<file path="src/hw/bus_timing_pkg.sv">
package bus_timing_pkg;

  localparam int addr_w = 24;
  localparam int data_w = 16;
  localparam int pin_sync_w = data_w + 1;

  // wishbone register map, byte addresses
  localparam logic [3:0] off_timing_low = 4'h0;
  localparam logic [3:0] off_timing_high = 4'h4;
  localparam logic [3:0] off_status = 4'h8;

  // bus_timing_low fields
  localparam int bit_latch_pulse_wide = 0;
  localparam int bit_write_hold_extend = 1;
  localparam int bit_write_pulse_wide = 2;
  localparam int lsb_code_len_short = 3;
  localparam int lsb_code_len_latched = 5;
  localparam int bit_bus_8bit = 7;
  // bus_timing_high fields
  localparam int lsb_read_len_short = 0;
  localparam int lsb_read_len_latched = 2;
  localparam int lsb_write_len_short = 4;
  localparam int lsb_write_len_latched = 6;
  // status fields
  localparam int bit_busy = 0;
  localparam int bit_timing_invalid = 1;
  localparam int bit_burst_open = 2;

  // extended hold preset, slowest cycle lengths
  localparam logic [7:0] rst_timing_low = 8'h7a;
  localparam logic [7:0] rst_timing_high = 8'hff;

  // bus timing is counted in half bus clocks, the base lengths in whole clocks
  localparam logic [4:0] half_none = 5'h00;
  localparam logic [4:0] half_one = 5'h01;
  localparam logic [4:0] half_latch_wide = 5'h03;
  localparam logic [4:0] half_write_narrow = 5'h02;
  localparam logic [4:0] half_write_wide = 5'h04;
  localparam logic [4:0] half_hold_ext = 5'h02;
  localparam logic [4:0] half_code_wait = 5'h04;
  localparam logic [4:0] half_read_wait_less = 5'h02;
  localparam logic [2:0] base_short_read = 3'h1;
  localparam logic [2:0] base_full_cycle = 3'h2;

  typedef enum logic [1:0] {kind_code, kind_read, kind_write} cycle_kind_t;

  typedef struct packed {
    logic valid;
    cycle_kind_t kind;
    logic latch;
    logic wide;
    logic burst;
    logic [1:0] be;
    logic [addr_w-1:0] addr;
    logic [data_w-1:0] wdata;
  } core_req_t;

  typedef struct packed {
    logic done;
    logic [data_w-1:0] rdata;
  } core_rsp_t;

endpackage

</file>
<file path="src/hw/pin_sync.sv">
`timescale 1ns/1ps
module pin_sync import bus_timing_pkg::*; (
  input wire logic clk_sys,
  input wire logic rst_n,
  input wire logic ce,
  input wire logic [pin_sync_w-1:0] d,
  output logic [pin_sync_w-1:0] q
);
  logic [pin_sync_w-1:0] meta;

  // first stage is read by the second stage only
  always_ff @(posedge clk_sys or negedge rst_n) begin
    if (!rst_n) begin
      meta <= '0;
      q <= '0;
    end else if (ce) begin
      meta <= d;
      q <= meta;
    end
  end
endmodule

</file>
<file path="src/hw/bus_cycle_timing.sv">
// Contract
// RULE_01: short read strobe lasts one to four clocks
// RULE_02: latched read strobe is total minus latch minus half
// RULE_03: write strobes last one or two clocks
// RULE_04: latched write address setup from total, strobe, hold
// RULE_05: short write address setup from total, strobe, hold
// RULE_06: write data held zero or one clock
// RULE_07: latch end to write strobe gap computed
// RULE_08: latched write data setup one half less
// RULE_09: short write data setup equals address setup
// RULE_10: wait stretches strobe at per-kind sample point
// RULE_11: one-clock reads cannot be stretched
// RULE_12: burst fetch keeps fetch strobe low, low address advances
// RULE_13: partner sees A0 rise for second-byte wait
// RULE_14: extended write hold is the preset setting
// RULE_15: bad timing combinations are flagged and clamped
// RULE_16: latch pulse half or one and half clocks
// RULE_17: split read: latched first byte, short second byte
// RULE_18: everything counted in half clocks of bus clock
`timescale 1ns/1ps
module bus_cycle_timing import bus_timing_pkg::*; (
  input wire logic clk_sys,
  input wire logic rst_n,
  input wire logic ce,
  input wire logic wb_cyc_i,
  input wire logic wb_stb_i,
  input wire logic wb_we_i,
  input wire logic [3:0] wb_adr_i,
  input wire logic [3:0] wb_sel_i,
  input wire logic [31:0] wb_dat_i,
  output logic [31:0] wb_dat_o,
  output logic wb_ack_o,
  input wire core_req_t core_req,
  output logic core_ready,
  output core_rsp_t core_rsp,
  output logic bus_reference_clock_out,
  output logic addr_latch_strobe,
  output logic [addr_w-1:0] addr_out,
  output logic [data_w-1:0] data_o,
  output logic data_oe,
  input wire logic [data_w-1:0] data_i,
  output logic read_strobe_n,
  output logic write_strobe_low_byte_n,
  output logic write_strobe_high_byte_n,
  output logic program_fetch_strobe_n,
  input wire logic wait_in
);
  typedef enum logic [2:0] {st_idle, st_latch, st_gap, st_strobe, st_hold} phase_t;
  typedef enum logic [1:0] {cap_none, cap_full, cap_low, cap_high} capture_t;

  function automatic logic [4:0] len_halfs(input logic [1:0] f, input logic [2:0] base);
    return {({2'h0, f} + {1'h0, base}), 1'b0};
  endfunction

  // what is left of a cycle after the used phases; never below one half
  function automatic logic [4:0] halves_left(input logic [4:0] total, input logic [4:0] used);
    return (total > used) ? total - used : half_one;
  endfunction

  function automatic logic [2:0] first_phase(input logic [4:0] lat, input logic [4:0] gap);
    return (lat != half_none) ? st_latch : (gap != half_none) ? st_gap : st_strobe;
  endfunction

  logic [7:0] bus_timing_low, bus_timing_high;
  logic [pin_sync_w-1:0] sync_q;
  logic wait_s;
  logic [data_w-1:0] data_s;
  phase_t phase, next_phase;
  logic [4:0] cnt, next_cnt;
  logic [4:0] lat_len, gap_len, str_len, hold_len, wait_pt, cur_len;
  logic [4:0] n_lat, n_gap, n_str, n_hold, n_wait;
  logic wait_en, n_wait_en, split, n_split, accept, last, stall, finish, second;
  capture_t cap_code, cap_d1, cap_d2;
  logic done_d1, done_d2;
  logic burst_open, next_burst_open, cont;
  cycle_kind_t kind, k;
  logic [1:0] be, b;
  logic wide;
  logic [data_w-1:0] wdata;
  logic timing_invalid;

  pin_sync u_pin_sync (
    .clk_sys(clk_sys),
    .rst_n(rst_n),
    .ce(ce),
    .d({wait_in, data_i}),
    .q(sync_q)
  );
  assign wait_s = sync_q[data_w];
  assign data_s = sync_q[data_w-1:0];

  // configuration fields
  logic lpw, whe, wpw, bus8;
  logic [4:0] ale_h, v8_h, v11_h;
  logic [4:0] cl_s, cl_a, rl_s, rl_a, wl_s, wl_a;
  assign lpw = bus_timing_low[bit_latch_pulse_wide];
  assign whe = bus_timing_low[bit_write_hold_extend];
  assign wpw = bus_timing_low[bit_write_pulse_wide];
  assign bus8 = bus_timing_low[bit_bus_8bit];
  assign ale_h = lpw ? half_latch_wide : half_one; // RULE_16
  assign v8_h = wpw ? half_write_wide : half_write_narrow; // RULE_03
  assign v11_h = whe ? half_hold_ext : half_none; // RULE_06
  assign cl_s = len_halfs(bus_timing_low[lsb_code_len_short +: 2], base_short_read);
  assign cl_a = len_halfs(bus_timing_low[lsb_code_len_latched +: 2], base_full_cycle);
  assign rl_s = len_halfs(bus_timing_high[lsb_read_len_short +: 2], base_short_read); // RULE_01
  assign rl_a = len_halfs(bus_timing_high[lsb_read_len_latched +: 2], base_full_cycle);
  assign wl_s = len_halfs(bus_timing_high[lsb_write_len_short +: 2], base_full_cycle);
  assign wl_a = len_halfs(bus_timing_high[lsb_write_len_latched +: 2], base_full_cycle);

  // burst continues only while the upper address stays put
  assign cont = burst_open && core_req.kind == kind_code && core_req.burst &&
                core_req.addr[addr_w-1:4] == addr_out[addr_w-1:4]; // RULE_12

  // phase lengths for the request on offer
  always_comb begin
    n_lat = half_none;
    n_gap = half_none;
    n_str = half_one;
    n_hold = half_none;
    n_split = 1'b0;
    case (core_req.kind)
      kind_code: begin
        if (cont) begin
          n_str = cl_s; // RULE_12
        end else if (core_req.latch) begin
          n_lat = ale_h;
          n_gap = half_one;
          n_str = halves_left(cl_a, ale_h + half_one);
        end else begin
          // an open burst needs a half with the fetch strobe high
          n_gap = burst_open ? half_one : half_none;
          n_str = cl_s;
        end
        n_wait_en = n_str >= half_code_wait; // RULE_10
        n_wait = half_code_wait - half_one;
      end
      kind_write: begin
        n_str = v8_h; // RULE_03
        n_hold = v11_h; // RULE_06
        if (core_req.latch) begin
          n_lat = ale_h;
          n_gap = halves_left(wl_a, v8_h + v11_h + ale_h); // RULE_04 RULE_07 RULE_15
        end else begin
          n_gap = halves_left(wl_s, v8_h + v11_h); // RULE_05 RULE_09 RULE_15
        end
        n_split = bus8 && core_req.wide;
        n_wait_en = 1'b1; // RULE_10
        n_wait = v8_h - half_one;
      end
      default: begin
        if (core_req.latch) begin
          n_lat = ale_h;
          n_gap = half_one;
          n_str = halves_left(rl_a, ale_h + half_one); // RULE_02 RULE_15
        end else begin
          n_str = rl_s; // RULE_01
        end
        n_split = bus8 && core_req.wide; // RULE_17
        n_wait_en = n_str > half_read_wait_less; // RULE_11
        n_wait = n_str - half_read_wait_less - half_one; // RULE_10
      end
    endcase
  end

  always_comb begin
    case (phase)
      st_latch: cur_len = lat_len;
      st_gap: cur_len = gap_len;
      st_strobe: cur_len = str_len;
      st_hold: cur_len = hold_len;
      default: cur_len = half_one;
    endcase
  end

  assign last = cnt == cur_len - half_one;
  assign stall = phase == st_strobe && wait_en && cnt == wait_pt && wait_s; // RULE_10
  assign accept = core_req.valid && core_ready;
  // second byte of a split transfer begins here, never at a latch to gap step
  assign second = split && (kind != kind_write ? phase == st_strobe && last && !stall :
                  (phase == st_strobe || phase == st_hold) &&
                  (next_phase == st_latch || next_phase == st_gap)); // RULE_17

  always_comb begin
    cap_code = cap_none;
    if (phase == st_strobe && last && !stall && kind != kind_write) begin
      cap_code = !bus8 ? cap_full : (wide && !split) ? cap_high : cap_low;
    end
  end

  // one clk_sys cycle is one half of the bus clock
  always_comb begin
    next_phase = phase;
    next_cnt = cnt + half_one; // RULE_18
    finish = 1'b0;
    case (phase)
      st_idle: begin
        next_cnt = half_none;
        if (accept) begin
          next_phase = phase_t'(first_phase(n_lat, n_gap));
        end
      end
      st_latch, st_gap: begin
        if (last) begin
          next_cnt = half_none;
          next_phase = (phase == st_latch && gap_len != half_none) ? st_gap : st_strobe;
        end
      end
      st_strobe: begin
        if (stall) begin
          next_cnt = cnt;
        end else if (last) begin
          next_cnt = half_none;
          if (split && kind != kind_write) begin
            next_phase = st_strobe; // RULE_17
          end else if (hold_len != half_none) begin
            next_phase = st_hold;
          end else if (split) begin
            next_phase = phase_t'(first_phase(lat_len, gap_len));
          end else begin
            next_phase = st_idle;
            finish = 1'b1;
          end
        end
      end
      st_hold: begin
        if (last) begin
          next_cnt = half_none;
          next_phase = split ? phase_t'(first_phase(lat_len, gap_len)) : st_idle;
          finish = !split;
        end
      end
      default: begin
        next_phase = st_idle;
        next_cnt = half_none;
      end
    endcase
  end

  always_comb begin
    next_burst_open = burst_open;
    if (accept) begin
      next_burst_open = core_req.kind == kind_code && core_req.burst; // RULE_12
    end
  end

  assign k = accept ? core_req.kind : kind;
  assign b = accept ? core_req.be : be;

  always_ff @(posedge clk_sys or negedge rst_n) begin
    if (!rst_n) begin
      bus_timing_low <= rst_timing_low; // RULE_14
      bus_timing_high <= rst_timing_high;
      wb_ack_o <= 1'b0;
      wb_dat_o <= '0;
      timing_invalid <= 1'b0;
    end else if (ce) begin
      wb_ack_o <= wb_cyc_i && wb_stb_i && !wb_ack_o;
      if (wb_cyc_i && wb_stb_i && !wb_ack_o && wb_we_i && wb_sel_i[0]) begin
        if (wb_adr_i == off_timing_low) begin
          bus_timing_low <= wb_dat_i[7:0];
        end
        if (wb_adr_i == off_timing_high) begin
          bus_timing_high <= wb_dat_i[7:0];
        end
      end
      wb_dat_o <= '0;
      if (wb_adr_i == off_timing_low) begin
        wb_dat_o[7:0] <= bus_timing_low;
      end
      if (wb_adr_i == off_timing_high) begin
        wb_dat_o[7:0] <= bus_timing_high;
      end
      if (wb_adr_i == off_status) begin
        wb_dat_o[bit_busy] <= phase != st_idle;
        wb_dat_o[bit_timing_invalid] <= timing_invalid;
        wb_dat_o[bit_burst_open] <= burst_open;
      end
      timing_invalid <= wl_a <= v8_h + v11_h + ale_h || wl_s <= v8_h + v11_h ||
                        rl_a <= ale_h + half_one || cl_a <= ale_h + half_one; // RULE_15
    end
  end

  always_ff @(posedge clk_sys or negedge rst_n) begin
    if (!rst_n) begin
      phase <= st_idle;
      cnt <= half_none;
      lat_len <= half_none;
      gap_len <= half_none;
      str_len <= half_one;
      hold_len <= half_none;
      wait_pt <= half_none;
      wait_en <= 1'b0;
      split <= 1'b0;
      kind <= kind_code;
      be <= 2'h0;
      wide <= 1'b0;
      wdata <= '0;
      burst_open <= 1'b0;
    end else if (ce) begin
      phase <= next_phase;
      cnt <= next_cnt;
      burst_open <= next_burst_open;
      if (accept) begin
        lat_len <= n_lat;
        gap_len <= n_gap;
        str_len <= n_str;
        hold_len <= n_hold;
        wait_pt <= n_wait;
        wait_en <= n_wait_en;
        split <= n_split;
        kind <= core_req.kind;
        be <= bus8 ? 2'h1 : core_req.be;
        wide <= core_req.wide;
        wdata <= core_req.wdata;
      end else if (second) begin
        if (kind != kind_write) begin
          // second byte runs on the short read timing
          str_len <= rl_s; // RULE_17
          wait_en <= rl_s > half_read_wait_less; // RULE_11
          wait_pt <= rl_s - half_read_wait_less - half_one;
        end
        split <= 1'b0;
      end
    end
  end

  // pins follow the next phase so that every output is a flop
  always_ff @(posedge clk_sys or negedge rst_n) begin
    if (!rst_n) begin
      bus_reference_clock_out <= 1'b0;
      core_ready <= 1'b0;
      core_rsp <= '0;
      addr_latch_strobe <= 1'b0;
      addr_out <= '0;
      data_o <= '0;
      data_oe <= 1'b0;
      read_strobe_n <= 1'b1;
      write_strobe_low_byte_n <= 1'b1;
      write_strobe_high_byte_n <= 1'b1;
      program_fetch_strobe_n <= 1'b1;
      cap_d1 <= cap_none;
      cap_d2 <= cap_none;
      done_d1 <= 1'b0;
      done_d2 <= 1'b0;
    end else if (ce) begin
      bus_reference_clock_out <= !bus_reference_clock_out; // RULE_18
      // taken only where the bus clock is about to rise
      core_ready <= next_phase == st_idle && bus_reference_clock_out;
      addr_latch_strobe <= next_phase == st_latch; // RULE_16
      read_strobe_n <= !(k == kind_read && next_phase == st_strobe); // RULE_01 RULE_02
      write_strobe_low_byte_n <= !(k == kind_write && next_phase == st_strobe && b[0]);
      write_strobe_high_byte_n <= !(k == kind_write && next_phase == st_strobe && b[1]);
      program_fetch_strobe_n <= !(k == kind_code && next_phase == st_strobe ||
                                  next_phase == st_idle && next_burst_open); // RULE_12
      // latched writes drive data one half after the latch pulse ends
      data_oe <= k == kind_write && (next_phase == st_strobe || next_phase == st_hold ||
                 next_phase == st_gap && ((accept ? n_lat : lat_len) == half_none ||
                 next_cnt != half_none)); // RULE_06 RULE_08 RULE_09
      if (accept) begin
        addr_out <= core_req.addr;
        if (bus8 && core_req.wide) begin
          addr_out[0] <= 1'b0;
        end
        data_o <= core_req.wdata;
      end else if (second) begin
        addr_out[0] <= 1'b1; // RULE_13
        data_o[7:0] <= wdata[15:8];
      end
      // data of the last strobe cycle leaves the synchroniser two clocks on,
      // so capture and done wait for it; a one clock strobe stays readable
      cap_d1 <= cap_code;
      cap_d2 <= cap_d1;
      done_d1 <= finish;
      done_d2 <= done_d1;
      core_rsp.done <= done_d2;
      case (cap_d2)
        cap_full: core_rsp.rdata <= data_s;
        cap_low: core_rsp.rdata <= {8'h00, data_s[7:0]};
        cap_high: core_rsp.rdata[15:8] <= data_s[7:0];
        default: ;
      endcase
    end
  end
endmodule

</file>
<file path="config.mk">
export PLATFORM = sky130hd
export DESIGN_NAME = bus_cycle_timing
export DESIGN_NICKNAME = d
export VERILOG_FILES = /design/src/hw/bus_timing_pkg.sv /design/src/hw/pin_sync.sv /design/src/hw/bus_cycle_timing.sv
export SDC_FILE = /design/constraint.sdc
export NUM_CORES = 1
export LEC_CHECK = 0
export ABC_AREA = 1
export BUFFER_PORTS_ARGS = -buffer_cell sky130_fd_sc_hd__buf_4
export CORE_MARGIN = 10
export CORE_UTILIZATION = 26
export CTS_CLUSTER_SIZE = 16
export DETAILED_ROUTE_END_ITERATION = 16
export GPL_ROUTABILITY_DRIVEN = 0
export PLACE_DENSITY = 0.54
export SLEW_MARGIN = 10
export SYNTH_ARGS = -nofsm -noshare
export SYNTH_HDL_FRONTEND = slang
export SYNTH_SLANG_ARGS = --single-unit
</file>
<file path="constraint.sdc">
create_clock -name clk_sys -period 4 [get_ports clk_sys]
set_input_delay 0 -clock clk_sys [delete_from_list [all_inputs] [get_ports clk_sys]]
set_output_delay 0 -clock clk_sys [all_outputs]
set_load 0.02 [all_outputs]
</file>
==> Yosys cells after proc, flatten, opt, wreduce, memory -nomap -nowiden <==
Cells that the tools add are included.
{ "totals": {"ff_bits": 188, "inputBits": 111, "out_inout_bits": 98} }
{ "classes": {"add_sub_neg": 20, "n_lt_le_gt_ge": 11, "n_eq_ne": 20, "n_mux": 80, "reduce_logical": 74} }
{ "ops": {"columns": ["cell", "n"], "rows": [
  ["2-to-1 mux 5 bit", 20],
  ["one-hot mux 5 bit (2 select lines)", 4],
  ["2-to-1 mux 8 bit", 4],
  ["logical AND 1 bit", 30],
  ["nonzero test 5 bit", 6],
  ["2-to-1 mux 3 bit", 9],
  ["2-to-1 mux 2 bit", 13],
  ["2-to-1 mux 1 bit", 25],
  ["one-hot mux 8 bit (3 select lines)", 1],
  ["== test 20 bit", 1],
  ["> comparator 4 x 5 -> 1 bit", 4],
  ["one-hot mux 5 bit (4 select lines)", 1],
  ["subtractor 4 x 5 -> 5 bit", 4],
  ["subtractor 5 x 1 -> 5 bit, second input constant", 3],
  ["adder 2 x 2 -> 3 bit, second input constant", 4],
  ["== test 3 x 2 -> 1 bit, second input constant", 4],
  ["one-hot mux 3 bit (4 select lines)", 1],
  ["== test 5 bit", 2],
  ["<= comparator 4 x 5 -> 1 bit", 2],
  ["adder 2 x 1 -> 3 bit, second input constant", 3],
  ["logical OR 1 bit", 9],
  ["AND reduction 3 bit", 3],
  ["== test 2 bit, second input constant", 4],
  ["zero test 1 bit", 8],
  ["27 further kinds", 40]
]} }

==> Longest topological paths before layout <==
Gate-level depths: netlist (run 1).
{ "logic_depth": {"word_depth": 19, "depth_mapped": 29, "depth_no_buf": 29} }

==> Cells and area by module <==
A second synthesis (run 1) with hierarchy kept.
{ "unflattened": {"hier_cells": 1189, "hier_area_um2": 9409.0} }
{ "modules_own_cells": {"columns": ["module", "n_inst", "cells_per_inst", "area_per_inst_um2", "seq_area_each_um2"], "rows": [
  ["bus_cycle_timing", 1, 1045, 8029.0, 3375.7],
  ["pin_sync", 1, 144, 1380.1, 850.8]
]} }

==> Worst setup path after synthesis (run 1) <==
Ideal clock, no wire load.
{ "synth_path": {"path_type": "register to register", "from": "register bus_timing_low[1]", "to": "register addr_out[0]", "setup_ns": 0.117, "t_arrival_ns": 3.247, "t_required_ns": 3.883, "slack_ns": 0.636, "stages_incl_launch_ff": 30, "n_path_buf": 1, "period_less_slack_ns": 3.364, "cell_sequence": "dfstp_2 > inv_1 > ha_1 > inv_1 > ha_1 > ha_1 > xor2_1 > ha_1 > nand2_1 > nand2_1 > o21ai_0 > nor2_1 > nand2_1 > o21ai_0 > nand2_1 > nand2_1 > nor2_1 > nand3_1 > nand2_1 > nand2_1 > nand2_1 > nor2_2 > nand2_1 > nand2_1 > nand2_1 > nand2_1 > nand2_2 > buf_6 > nand3_2 > nand2_1"} }
{ "synth_between": {"elab_chain_len": 19} }
{ "synth_rtl": {"columns": ["item", "line_no", "rtl"], "rows": [
  ["start, declared", "bus_cycle_timing.sv:64", "logic [7:0] bus_timing_low, bus_timing_high;"],
  ["start signal, assigned", "bus_cycle_timing.sv:251", "bus_timing_low <= rst_timing_low;"],
  ["start signal, assigned", "bus_cycle_timing.sv:260", "bus_timing_low <= wb_dat_i[7:0];"],
  ["2-to-1 mux 2 bit *", "bus_cycle_timing.sv:102", "assign v11_h = whe ? half_hold_ext : half_none;"],
  ["adder 3 x 2 -> 4 bit *", "bus_cycle_timing.sv:142, bus_cycle_timing.sv:144", null],
  ["adder 5 x 2 -> 5 bit", "bus_cycle_timing.sv:142", "n_gap = halves_left(wl_a, v8_h + v11_h + ale_h);"],
  ["subtractor 4 x 5 -> 5 bit or > comparator 4 x 5 -> 1 bit (tied branches)", "bus_cycle_timing.sv:57", "return (total > used) ? total - used : half_one;"],
  ["2-to-1 mux 5 bit", "bus_cycle_timing.sv:57", null],
  ["2-to-1 mux 5 bit *", "bus_cycle_timing.sv:140", "if (core_req.latch) begin"],
  ["one-hot mux 5 bit (2 select lines) *", "bus_cycle_timing.sv:121", "case (core_req.kind)"],
  ["nonzero test 5 bit *", "bus_cycle_timing.sv:61", "return (lat != half_none) ? st_latch : (gap != half_none) ? st_gap : st_strobe;"],
  ["[... 3 more ...]", null, null],
  ["one-hot mux 3 bit (4 select lines) *", "bus_cycle_timing.sv:195", "case (phase)"],
  ["== test 3 x 1 -> 1 bit or == test 3 x 2 -> 1 bit (tied branches)", "bus_cycle_timing.sv:181", "(next_phase == st_latch || next_phase == st_gap));"],
  ["logical OR 1 bit *", "bus_cycle_timing.sv:181", null],
  ["logical AND 1 bit *", "bus_cycle_timing.sv:180", "(phase == st_strobe || phase == st_hold) &&"],
  ["2-to-1 mux 1 bit *", "bus_cycle_timing.sv:179", "assign second = split && (kind != kind_write ? phase == st_strobe && last && !stall :"],
  ["logical AND 1 bit *", "bus_cycle_timing.sv:179", null],
  ["nonzero test 2 bit (no line) *", null, null],
  ["AND reduction 2 bit (no line) *", null, null],
  ["end signal, assigned", "bus_cycle_timing.sv:360", "addr_out <= core_req.addr;"],
  ["end, declared", "bus_cycle_timing.sv:38", "output logic [addr_w-1:0] addr_out,"]
]} }
Mark *: on every way between the ends. The rest lies on a longest branch, timed or not.
A chain may end at the register's enable or synchronous reset.

==> Worst setup path after layout (run 1) <==
{ "layout_path": {"from": "register bus_timing_low[1]", "to": "register data_o[0]"} }
{ "layout_between": {"elab_chain_len": 19} }
{ "layout_rtl": {"columns": ["item", "line_no", "rtl"], "rows": [
  ["2-to-1 mux 2 bit *", "bus_cycle_timing.sv:102", null],
  ["adder 3 x 2 -> 4 bit *", "bus_cycle_timing.sv:142, bus_cycle_timing.sv:144", null],
  ["adder 5 x 2 -> 5 bit", "bus_cycle_timing.sv:142", null],
  ["subtractor 4 x 5 -> 5 bit or > comparator 4 x 5 -> 1 bit (tied branches)", "bus_cycle_timing.sv:57", null],
  ["2-to-1 mux 5 bit", "bus_cycle_timing.sv:57", null],
  ["2-to-1 mux 5 bit *", "bus_cycle_timing.sv:140", null],
  ["one-hot mux 5 bit (2 select lines) *", "bus_cycle_timing.sv:121", null],
  ["nonzero test 5 bit *", "bus_cycle_timing.sv:61", null],
  ["[... 3 more ...]", null, null],
  ["one-hot mux 3 bit (4 select lines) *", "bus_cycle_timing.sv:195", null],
  ["== test 3 x 1 -> 1 bit or == test 3 x 2 -> 1 bit (tied branches)", "bus_cycle_timing.sv:181", null],
  ["logical OR 1 bit *", "bus_cycle_timing.sv:181", null],
  ["logical AND 1 bit *", "bus_cycle_timing.sv:180", null],
  ["2-to-1 mux 1 bit *", "bus_cycle_timing.sv:179", null],
  ["logical AND 1 bit *", "bus_cycle_timing.sv:179", null],
  ["nonzero test 2 bit (no line) *", null, null],
  ["AND reduction 2 bit (no line) *", null, null],
  ["end signal, assigned", "bus_cycle_timing.sv:364", "data_o <= core_req.wdata;"],
  ["end signal, assigned", "bus_cycle_timing.sv:367", "data_o[7:0] <= wdata[15:8];"],
  ["end, declared", "bus_cycle_timing.sv:39", "output logic [data_w-1:0] data_o,"]
]} }
Marks and branches as above.

==> out/results.txt, run 1 <==
Slowest cell delay on critical path - 0.56 ns
Synth Area in XOR/XNOR - 0.01026
First-pass GRT wire length - 48.02 mm
I/O pins - 209
Total CTS buffers - 17
Fillers - 3765
Most used routing layer - met2
Compound-cell area share of the yosys netlist - 0.1197
Total power - 7.381 mW
CP max stage cell - dfstp_2
Via density per instance - 4.503
Fmax - 271.8 MHz
Initial Utilization - 0.2639
PnR worst setup slack - 0.3214 ns
WL per Instance - 15.30 um
Mapped Area - 0.009388 sq mm
Multi-input gate area - 0.004375 sq mm
Sequential cell area - 0.004227 sq mm
Initial antenna violation count - 0
IO Port Bufs - 157
DIE AREA - 0.04411 sq mm
Setup crit end kind - flop
Vias - 8605
Cell Pwr Density - 592.3 mW/mm^2
Lkg Pwr - 6.106 nW
Vias in the first global route - 8900
Clk slew on worst S/H paths - 0.08 ns
NumNets Final - 1581
Crit path launch type - flop
Share of the synthesized area in the top cell type - 0.3998
Tcrit/Tclk final - 0.9197
Ranking of synthesized cells by area - dfrtp_1, nand2_1, o21ai_0
Worst-path fanout max - 5
DRC Markers - 0
Design area - 0.01246 sq mm
Final count of hold timing violations - 0
Post-synthesis mux area share - 0
GR Layer Usage met2 - 0.2128
Area share of fa/ha/maj cells after synthesis - 0.04638
Status - finished clean
Mapped Cells - 1209
Number of synthesized flops with an enable pin - 0
Worst-Margin Slew - 0.9600 ns
Pin count of the biggest net entering global routing - 79
GR Util met3 - 0.04021
Cell area after placement - 0.01097 sq mm
Largest family of logic cells by synthesized area - simple AND/OR/NAND/NOR gates
Max Slew Vio Count - 0
CTS sink count - 168
H-tree lvl count - 4
GRT Residual Overflow - 0
Chip Height - 210.0 um
WS Path Type - flop to flop
Max-cap violation count - 0
Setup WS pre-CTS - 0.08115 ns
Maximum vdd drop - 0.3872 mV
Setup Skew - 0.01218 ns
Root Buffer - clkbuf_16
TritonRoute pass-1 iters - 5
Top cell by count, worst path - nand2_1
Cell count after placement - 1795
Layout cells sized above 1 - 0.1959
CTS max path bufs - 2
Final setup violation count - 0
Number of cell rows - 69
GR Util met1 - 0.1727
GR Util All Layers - 0.1343
Crit path time final - 3.679 ns
RSZ-0062 raised after global routing - yes
Area grow syn2layout - 32.73%
Hold WC Path Type - input pin to flop
Max_slew headroom - 0.3576
Required time worst endpoint - 4.35 ns
Yosys warning total - 0
Largest area contributor in the netlist - dfrtp_1
WL final - 29.25 mm
Simple-gate portion of the synthesized area - 0.2726
Worst-Skew Late Latency - 0.45 ns
Die X - 210.0 um
WHS - 0.04495 ns
Core area - 0.03557 sq mm
Crit path DAT - 4.02 ns
CTS tree - yes
DR iter-0 viols - 458
ANT cells - 0
Synth Area per Inst - 7.765 sq um
Yosys cell types - 48
Layout Cells excl Fill - 1911
Synthesized flop and latch total - 168
ANT nets after route - 0
Async set-reset flop share out of synthesis - 1.000
Hpwl dp - 21.65 mm
Synth Flop Type - dfrtp_1
Sequential area share after synthesis - 0.4502
==> sequential cells by signal (all words and copies together), names as in the netlist, 3 cells and up <==
register / flops
addr_out: 24
bus_timing_high: 8
bus_timing_low: 8
cnt: 5
core_rsp: 17
data_o: 8
gap_len: 5
lat_len: 5
phase: 3
str_len: 5
u_pin_sync.meta: 17
u_pin_sync.q: 17
wait_pt: 5
wb_dat_o: 8
wdata: 8
==> placed cells by master (no fill, tap or decap), types with 3 or more instances in the layout <==
master / instances
nand2_1: 368
buf_4: 169
dfrtp_1: 150
inv_1: 144
o21ai_0: 115
nor2_1: 84
dlygate4sd3_1: 78
nand3_1: 39
ha_1: 27
nand4_1: 24
conb_1: 24
a31oi_1: 20
a21oi_1: 18
dfstp_2: 18
clkbuf_16: 18
o22ai_1: 17
nand3_2: 15
or2_2: 12
nand2_2: 10
o21ai_1: 9
nor3_1: 8
xor2_1: 7
inv_6: 5
inv_8: 5
nor2_4: 4
xnor2_1: 4
nor2_2: 4
o211ai_1: 4
nand2_4: 3
o22a_1: 3
ha_4: 3
clkinvlp_4: 3
==> power by group <==
group          leakage [nW]  switching, mW  total, mW  internal (mW)
clock                 0.278          0.809       1.70          0.887
combinational          3.75           1.90       3.11           1.21
sequential             2.08          0.399       2.58           2.18
total                  6.11           3.11       7.38           4.28
==> per-layer routing <==
metal | up-vias | share of wire
met5 | - | 0
met4 | 0 | 0.016
met3 | 30 | 0.067
met2 | 223 | 0.46
met1 | 4048 | 0.46
li1 | 4304 | -
==> cell type report <==
| type | instances | area share |
|---|---|---|
| sequential | 168 | 0.3392 |
| inverter | 148 | 0.04519 |
| multi-input combinational | 850 | 0.3511 |
| tap | 461 | 0.04629 |
| timing repair buffer | 252 | 0.1715 |
| clock buffer | 18 | 0.03444 |
| clock inverter | 14 | 0.01225 |
==> final timing paths <==
| kind | startpoint | depth (start not counted) | endpoint | slack (ns) |
|---|---|---|---|---|
| hold reg to reg | program_fetch_strobe_n$_DFFE_PN1P_ | 2 | program_fetch_strobe_n$_DFFE_PN1P_ | 0.48 |
| min in group asynchronous | rst_n | 2 | addr_out[2]$_DFFE_PN0P_ | 0.10 |
| setup reg to reg | bus_timing_low[1]$_DFFE_PN1P_ | 29 | data_o[0]$_DFFE_PN0P_ | 0.32 |
| hold / removal | core_req[45] | 4 | wait_pt[1]$_DFFE_PN0P_ | 0.04 |
| setup / recovery | bus_timing_low[1]$_DFFE_PN1P_ | 29 | data_o[0]$_DFFE_PN0P_ | 0.32 |
| max in group asynchronous | rst_n | 3 | u_pin_sync.q[10]$_DFFE_PN0P_ | 2.93 |
==> per-stage QoR <==
stage                       util    TNS, ns
final                     0.3503          0
after global routing      0.3503  -0.001513
after CTS                 0.3466          0
after detailed placement  0.3083          0
after global placement    0.3083          0
after floorplan                -          0
==> worst max-delay path: cells and delay by family (launching register included) <==
kind	cells	cell delay (ns)
compound gates	2	0.23
xor+xnor	1	0.16
fa+ha+maj	4	0.94
buf+inv	4	0.40
flops	1	0.56
simple gates	18	1.29
==> Yosys cell counts (3+ instances only) <==
library cell,n
nand2_1,371
dfrtp_1,150
inv_1,147
o21ai_0,118
nor2_1,86
nand3_1,39
clkbuf_1,32
ha_1,30
buf_4,26
nand4_1,24
a31oi_1,20
a21oi_1,18
dfstp_2,18
o22ai_1,17
nand3_2,15
or2_2,12
nand2_2,9
nor3_1,8
o21ai_1,7
xor2_1,7
buf_6,5
o211ai_1,4
xnor2_1,4
buf_1,3
fa_1,3
nor2_2,3
nor2_4,3
o22a_1,3
==> kinds of logic after synthesis <==
family / after synthesis
flops: 168
other cells: 1
xor+xnor: 11
compound gates: 202
simple gates: 580
fa+ha+maj: 33
buf+inv: 214
==> timing repair <==
action,in CTS,in global routing
setup endpoints to repair,0,14
hold buffers,78,0
gates resized for setup,0,20
setup buffers,0,5
hold endpoints to repair,143,0
(Power assumes the default switching activity.)
==> inputs of run 2 (changes only) <==
- clock period: 4 -> 3.5 ns (I/O delays scaled with it)
==> out/results.txt, run 2 (synthesis results as in run 1) <==
Vias - 8640
Tcrit/Tclk final - 1.044
Crit path DAT - 3.99 ns
Status - finished with violations
WL per Instance - 15.23 um
Maximum vdd drop - 0.4555 mV
DRC Markers - 0
GR Util All Layers - 0.1330
Worst-Margin Slew - 0.9941 ns
CTS tree - yes
Max reg flops - 24
ANT nets after route - 0
TritonRoute pass-1 iters - 4
Setup Skew - 0.01346 ns
Cell Pwr Density - 699.5 mW/mm^2
Number of cell rows - 69
Die X - 210.0 um
DIE AREA - 0.04411 sq mm
Required time worst endpoint - 3.84 ns
RSZ-0062 raised after global routing - yes
Total power - 8.983 mW
Initial antenna violation count - 1
Chip Height - 210.0 um
Largest Register - addr_out
Setup crit end kind - flop
I/O pins - 209
Total CTS buffers - 17
Top cell by count, worst path - nand2_1
Most common cell after layout, fill and taps aside - nand2_1
First-pass GRT wire length - 47.50 mm
Clk slew on worst S/H paths - 0.07 ns
CTS sink count - 168
Worst-path fanout max - 3
Most frequent cells in the layout - nand2_1, buf_4, dfrtp_1, inv_1, o21ai_0
Hpwl dp - 22.01 mm
Area grow syn2layout - 36.80%
IO Port Bufs - 157
Max Slew Vio Count - 0
Max_slew headroom - 0.3348
Vias in the first global route - 8869
Layout cells sized above 1 - 0.2302
Failing checks - negative setup slack
WS Path Type - flop to flop
Fmax - 273.7 MHz
Max-cap violation count - 0
CTS max path bufs - 2
Root Buffer - clkbuf_16
WL final - 29.53 mm
CP max stage cell - dfstp_2
Worst-Skew Late Latency - 0.44 ns
Setup Total Neg Slack - -1.150 ns
PnR worst setup slack - -0.1542 ns
Slowest cell delay on critical path - 0.54 ns
Pin count of the biggest net entering global routing - 79
H-tree lvl count - 4
Core area - 0.03557 sq mm
Initial Utilization - 0.2639
GRT Residual Overflow - 0
Crit path launch type - flop
Final setup violation count - 12
DR iter-0 viols - 539
Crit path time final - 3.654 ns
Final count of hold timing violations - 0
NumNets Final - 1608
Lkg Pwr - 6.276 nW
Via density per instance - 4.456
Hold WC Path Type - input pin to flop
-- run 2: worst paths after layout --
path	slack [ns]	cells past startpoint	endpoint	startpoint
hold / removal	0.04	4	str_len[4]$_DFFE_PN0P_	core_req[45]
max in group asynchronous	2.34	3	bus_timing_high[3]$_DFFE_PN1P_	rst_n
setup / recovery	-0.15	29	core_ready$_DFFE_PN0P_	bus_timing_low[1]$_DFFE_PN1P_
setup reg to reg	-0.15	29	core_ready$_DFFE_PN0P_	bus_timing_low[1]$_DFFE_PN1P_
min in group asynchronous	0.15	2	addr_out[2]$_DFFE_PN0P_	rst_n
hold reg to reg	0.47	2	u_pin_sync.meta[1]$_DFFE_PN0P_	u_pin_sync.meta[1]$_DFFE_PN0P_
-- run 2: through the flow --
stage	setup slack [ns]	std cells	hold WS, ns	util	area, sq um
after floorplan	0.1364	1232	-0.2956	-	9474
after global placement	-0.2163	1819	0.09840	0.3134	11150
after detailed placement	-0.3111	1819	0.09905	0.3134	11150
after CTS	-0.08179	1934	0.01134	0.3578	12730
after global routing	-0.4086	1939	0.06005	0.3611	12840
final	-0.1542	1939	0.04490	0.3611	12840
-- run 2: worst max-delay path: cells and delay by family (launching register included) --
family	cells	cell delay [ns]
buffers and inverters	7	0.64
flip-flops	1	0.54
adder cells (fa/ha/maj)	4	1.06
AND/OR/NAND/NOR	16	1.20
AO/OA/AOI/OAI	2	0.13
-- run 2: per-layer routing --
| metal | global-route usage | wire length, um | vias up |
|---|---|---|---|
| met1 | 0.1691 | 13540 | 4073 |
| met4 | 0.03969 | 464 | 0 |
| met3 | 0.03873 | 1742 | 28 |
| li1 | - | - | 4359 |
| met2 | 0.2142 | 13790 | 180 |
| met5 | 0 | 0 | - |
-- run 2: timing repair --
item                                    in CTS  in global routing
hold buffers                                75                  0
endpoints found under the setup margin      12                 15
gates cloned                                 2                  0
buffers inserted                             6                  4
hold endpoints to repair                   163                  0
pin swaps                                   21                 17
resized for setup                           32                 25
-- run 2: final cells by class --
type / count / area (sq um)
antenna: 1 / 2.502
clock buffer: 20 / 456.7
clock inverter: 12 / 188.9
fill: 3725 / 22730
inverter: 148 / 565.5
multi-input combinational: 851 / 4491
sequential: 168 / 4227
tap: 461 / 576.8
timing repair buffer: 278 / 2335
-- run 2: report_power, final --
group	leakage [nW]	switching (mW)	total, mW	internal [mW]
clock	0.312	0.842	2.09	1.25
combinational	3.88	2.34	3.96	1.62
sequential	2.08	0.440	2.93	2.49
total	6.28	3.62	8.98	5.36
==> inputs of run 3 (changes only) <==
- SYNTH_HIERARCHICAL: unset -> 1
- clock period: 3.5 -> 3.4 ns (I/O delays scaled with it)
==> out/results.txt, run 3 <==
CP max stage cell - dfstp_2
Yosys cell types - 59
Largest area contributor in the netlist - dfrtp_1
First-pass GRT wire length - 47.49 mm
DR iter-0 viols - 531
Number of cell rows - 69
Async set-reset flop share out of synthesis - 1.000
Synth cell count leaders - nand2_1, dfrtp_1, inv_1
Vias - 8500
ANT cells - 0
Final Util - 0.3601
Reg2reg start - bus_timing_low[1]$_DFFE_PN1P_
Maximum vdd drop - 0.4666 mV
WHS - 0.04618 ns
Sw frac - 0.4061
Pint - 5.321 mW
Top cell by count, worst path - buf_4
Initial antenna violation count - 0
Top-count cell post-synth - nand2_1
Levels on crit path - 25
Worst hold path depth - 3
Crit path time final - 3.536 ns
Crit path buffers/inverters - 16
Most frequent cells in the layout - nand2_1, buf_4, dfrtp_1, inv_1, o21ai_0
Cell Pwr Density - 697.7 mW/mm^2
Area grow syn2layout - 36.46%
Status - finished with violations
Crit path DAT - 3.90 ns
Share of the synthesized area in the top cell type - 0.3989
Max_slew headroom - 0.3281
Tcrit/Tclk final - 1.040
IO Port Bufs - 157
Chip Height - 210.2 um
Clk slew on worst S/H paths - 0.07 ns
Reg power frac - 0.340
WS Path Type - flop to flop
Hold path start - wb_stb_i
GRT Residual Overflow - 0
Number of synthesized flops with an enable pin - 0
PnR worst setup slack - -0.1359 ns
Setup crit end kind - flop
Total CTS buffers - 17
Failing checks - negative setup slack
ANT nets after route - 0
Final count of hold timing violations - 0
Max reg flops - 24
Via density per instance - 4.409
CTS max path bufs - 2
Hold WC Path Type - input pin to flop
Worst-Margin Slew - 1.004 ns
Fmax - 282.8 MHz
Sequential area share after synthesis - 0.4492
R2r endpoint - gap_len[4]$_DFFE_PN0P_
Combinational Power Share - 0.431
Flop2flop setup slack - -0.14 ns
DIE AREA - 0.04420 sq mm
Synth Flop Type - dfrtp_1
Wl on met1 - 13.09 mm
Cell count after placement - 1800
Crit-path leading delay family - buffers and inverters
Largest Register - addr_out
GR Util All Layers - 0.1348
Max Used Layer - met4
Synthesized flop and latch total - 168
Mapped Cells - 1189
Required time worst endpoint - 3.76 ns
WL final - 30.06 mm
Lkg Pwr - 6.376 nW
Setup Skew - 0.01375 ns
WL per Instance - 15.59 um
Slowest cell delay on critical path - 0.53 ns
CTS tree - yes
Crit. Startpoint - bus_timing_low[1]$_DFFE_PN1P_
NumNets Final - 1599
Pin count of the biggest net entering global routing - 88
Vias in the first global route - 8567
Mapped Area - 0.009409 sq mm
H-tree lvl count - 4
Root Buffer - clkbuf_16
DRC Markers - 0
Initial Utilization - 0.2639
Layout cells sized above 1 - 0.2522
Die X - 210.2 um
Ranking of synthesized cells by area - dfrtp_1, nand2_1, dfstp_2
Hpwl dp - 22.47 mm
CTS sink count - 168
Yosys warning total - 6
Most common cell after layout, fill and taps aside - nand2_1
Met3 routed wirelength - 873 um
Design area - 0.01284 sq mm
R2R depth - 25
RSZ-0062 raised after global routing - yes
Layout Cells excl Fill - 1928
Fillers - 3696
Crit path launch type - flop
Max-cap violation count - 0
Synth Area per Inst - 7.913 sq um
TritonRoute pass-1 iters - 5
Final setup violation count - 13
Worst-Skew Late Latency - 0.44 ns
Clock network power share - 0.230
Routed length on met2 - 15.49 mm
I/O pins - 209
Setup crit end - gap_len[4]$_DFFE_PN0P_
Core area - 0.03566 sq mm
Max Slew Vio Count - 0
Worst-path fanout max - 3
Cell area after placement - 0.01113 sq mm
Net Sw Power - 3.638 mW
[run 3: cell count changes after synthesis, moves of 7 or more]
cell,change
clkbuf_1,-11
inv_1,-24
mux2_2,+9
nand2_1,+25
nand2_2,+23
nand3_1,-7
nor2_1,-10
o21ai_0,-24
or2_2,-8
[run 3: power by group through the flow]
stage	registers [mW]	clock network, mW	logic (mW)
2_1_floorplan	3.38	0	1.83
3_3_place_gp	3.06	0	3.63
3_5_place_dp	3.07	0	3.66
4_1_cts	3.04	2.11	3.76
5_1_grt	3.12	2.18	4.23
6_report	3.04	2.06	3.86
[run 3: logic make-up after synthesis]
group                      after synthesis  synth area share
xor gates and xnor gates                15           0.01396
muxes                                    9           0.01077
and+or+nand+nor                        601            0.2818
other                                    1         0.0003986
AOI/OAI and AO/OA                      171            0.1021
buffers and inverters                  191           0.09548
DFF                                    168            0.4492
adders and majority gates               33           0.04628
[run 3: timing repair]
item	CTS	global route
hold buffers	76	0
endpoints found under the hold margin	165	0
gates cloned	1	0
endpoints found under the setup margin	15	19
setup buffers	18	2
pin swaps	21	20
gates resized for setup	29	24
[run 3: how the worst min path moves through the flow]
| stage | to |
|---|---|
| after floorplan | addr_latch_strobe$_DFFE_PN0P_ |
| after global placement | u_pin_sync/meta[3]$_DFFE_PN0P_ |
| after detailed placement | u_pin_sync/meta[6]$_DFFE_PN0P_ |
| after CTS | wb_ack_o$_DFFE_PN0P_ |
| after global routing | wb_ack_o$_DFFE_PN0P_ |
| final | wb_ack_o$_DFFE_PN0P_ |
[run 3: worst reg2reg max path: stages (launching register included)]
cell and delay, ns:
dfstp_2 0.53, inv_2 0.05, ha_4 0.25, inv_2 0.04, buf_4 0.13, ha_4 0.15, inv_2 0.07, fa_2 0.19
inv_2 0.04, fa_2 0.33, inv_2 0.06, nand2_2 0.06, inv_2 0.08, nand2_4 0.06, o21ai_2 0.14, nand2_1 0.07
buf_4 0.15, buf_4 0.12, buf_4 0.12, buf_4 0.12, buf_4 0.12, buf_4 0.12, buf_4 0.12, buf_4 0.12
buf_4 0.12, o21ai_1 0.10
[run 3: metal layers]
metal,up-vias,GRT usage
met5,-,0
met2,161,0.2355
met3,30,0.01914
met1,4013,0.1656
met4,0,0.04896
li1,4296,-
[run 3: through the flow]
stage	TNS (ns)	total power, mW	setup WS [ns]
floorplan	0	5.210	0.01979
global placement	-2.176	6.696	-0.2105
detailed placement	-3.190	6.732	-0.2722
CTS	-0.6766	8.922	-0.07948
global route	-4.449	9.527	-0.3257
finish	-0.9293	8.959	-0.1359
[run 3: layout make-up]
| cell class | instances | area [sq um] | area share |
|---|---|---|---|
| inverters | 130 | 498.0 | 0.03878 |
| clock buffers | 17 | 425.4 | 0.03313 |
| well taps | 461 | 576.8 | 0.04492 |
| multi-input cells | 853 | 4521 | 0.3521 |
| clock inverters | 14 | 190.2 | 0.01481 |
| repair buffers | 285 | 2402 | 0.1871 |
| flip-flops and latches | 168 | 4227 | 0.3292 |
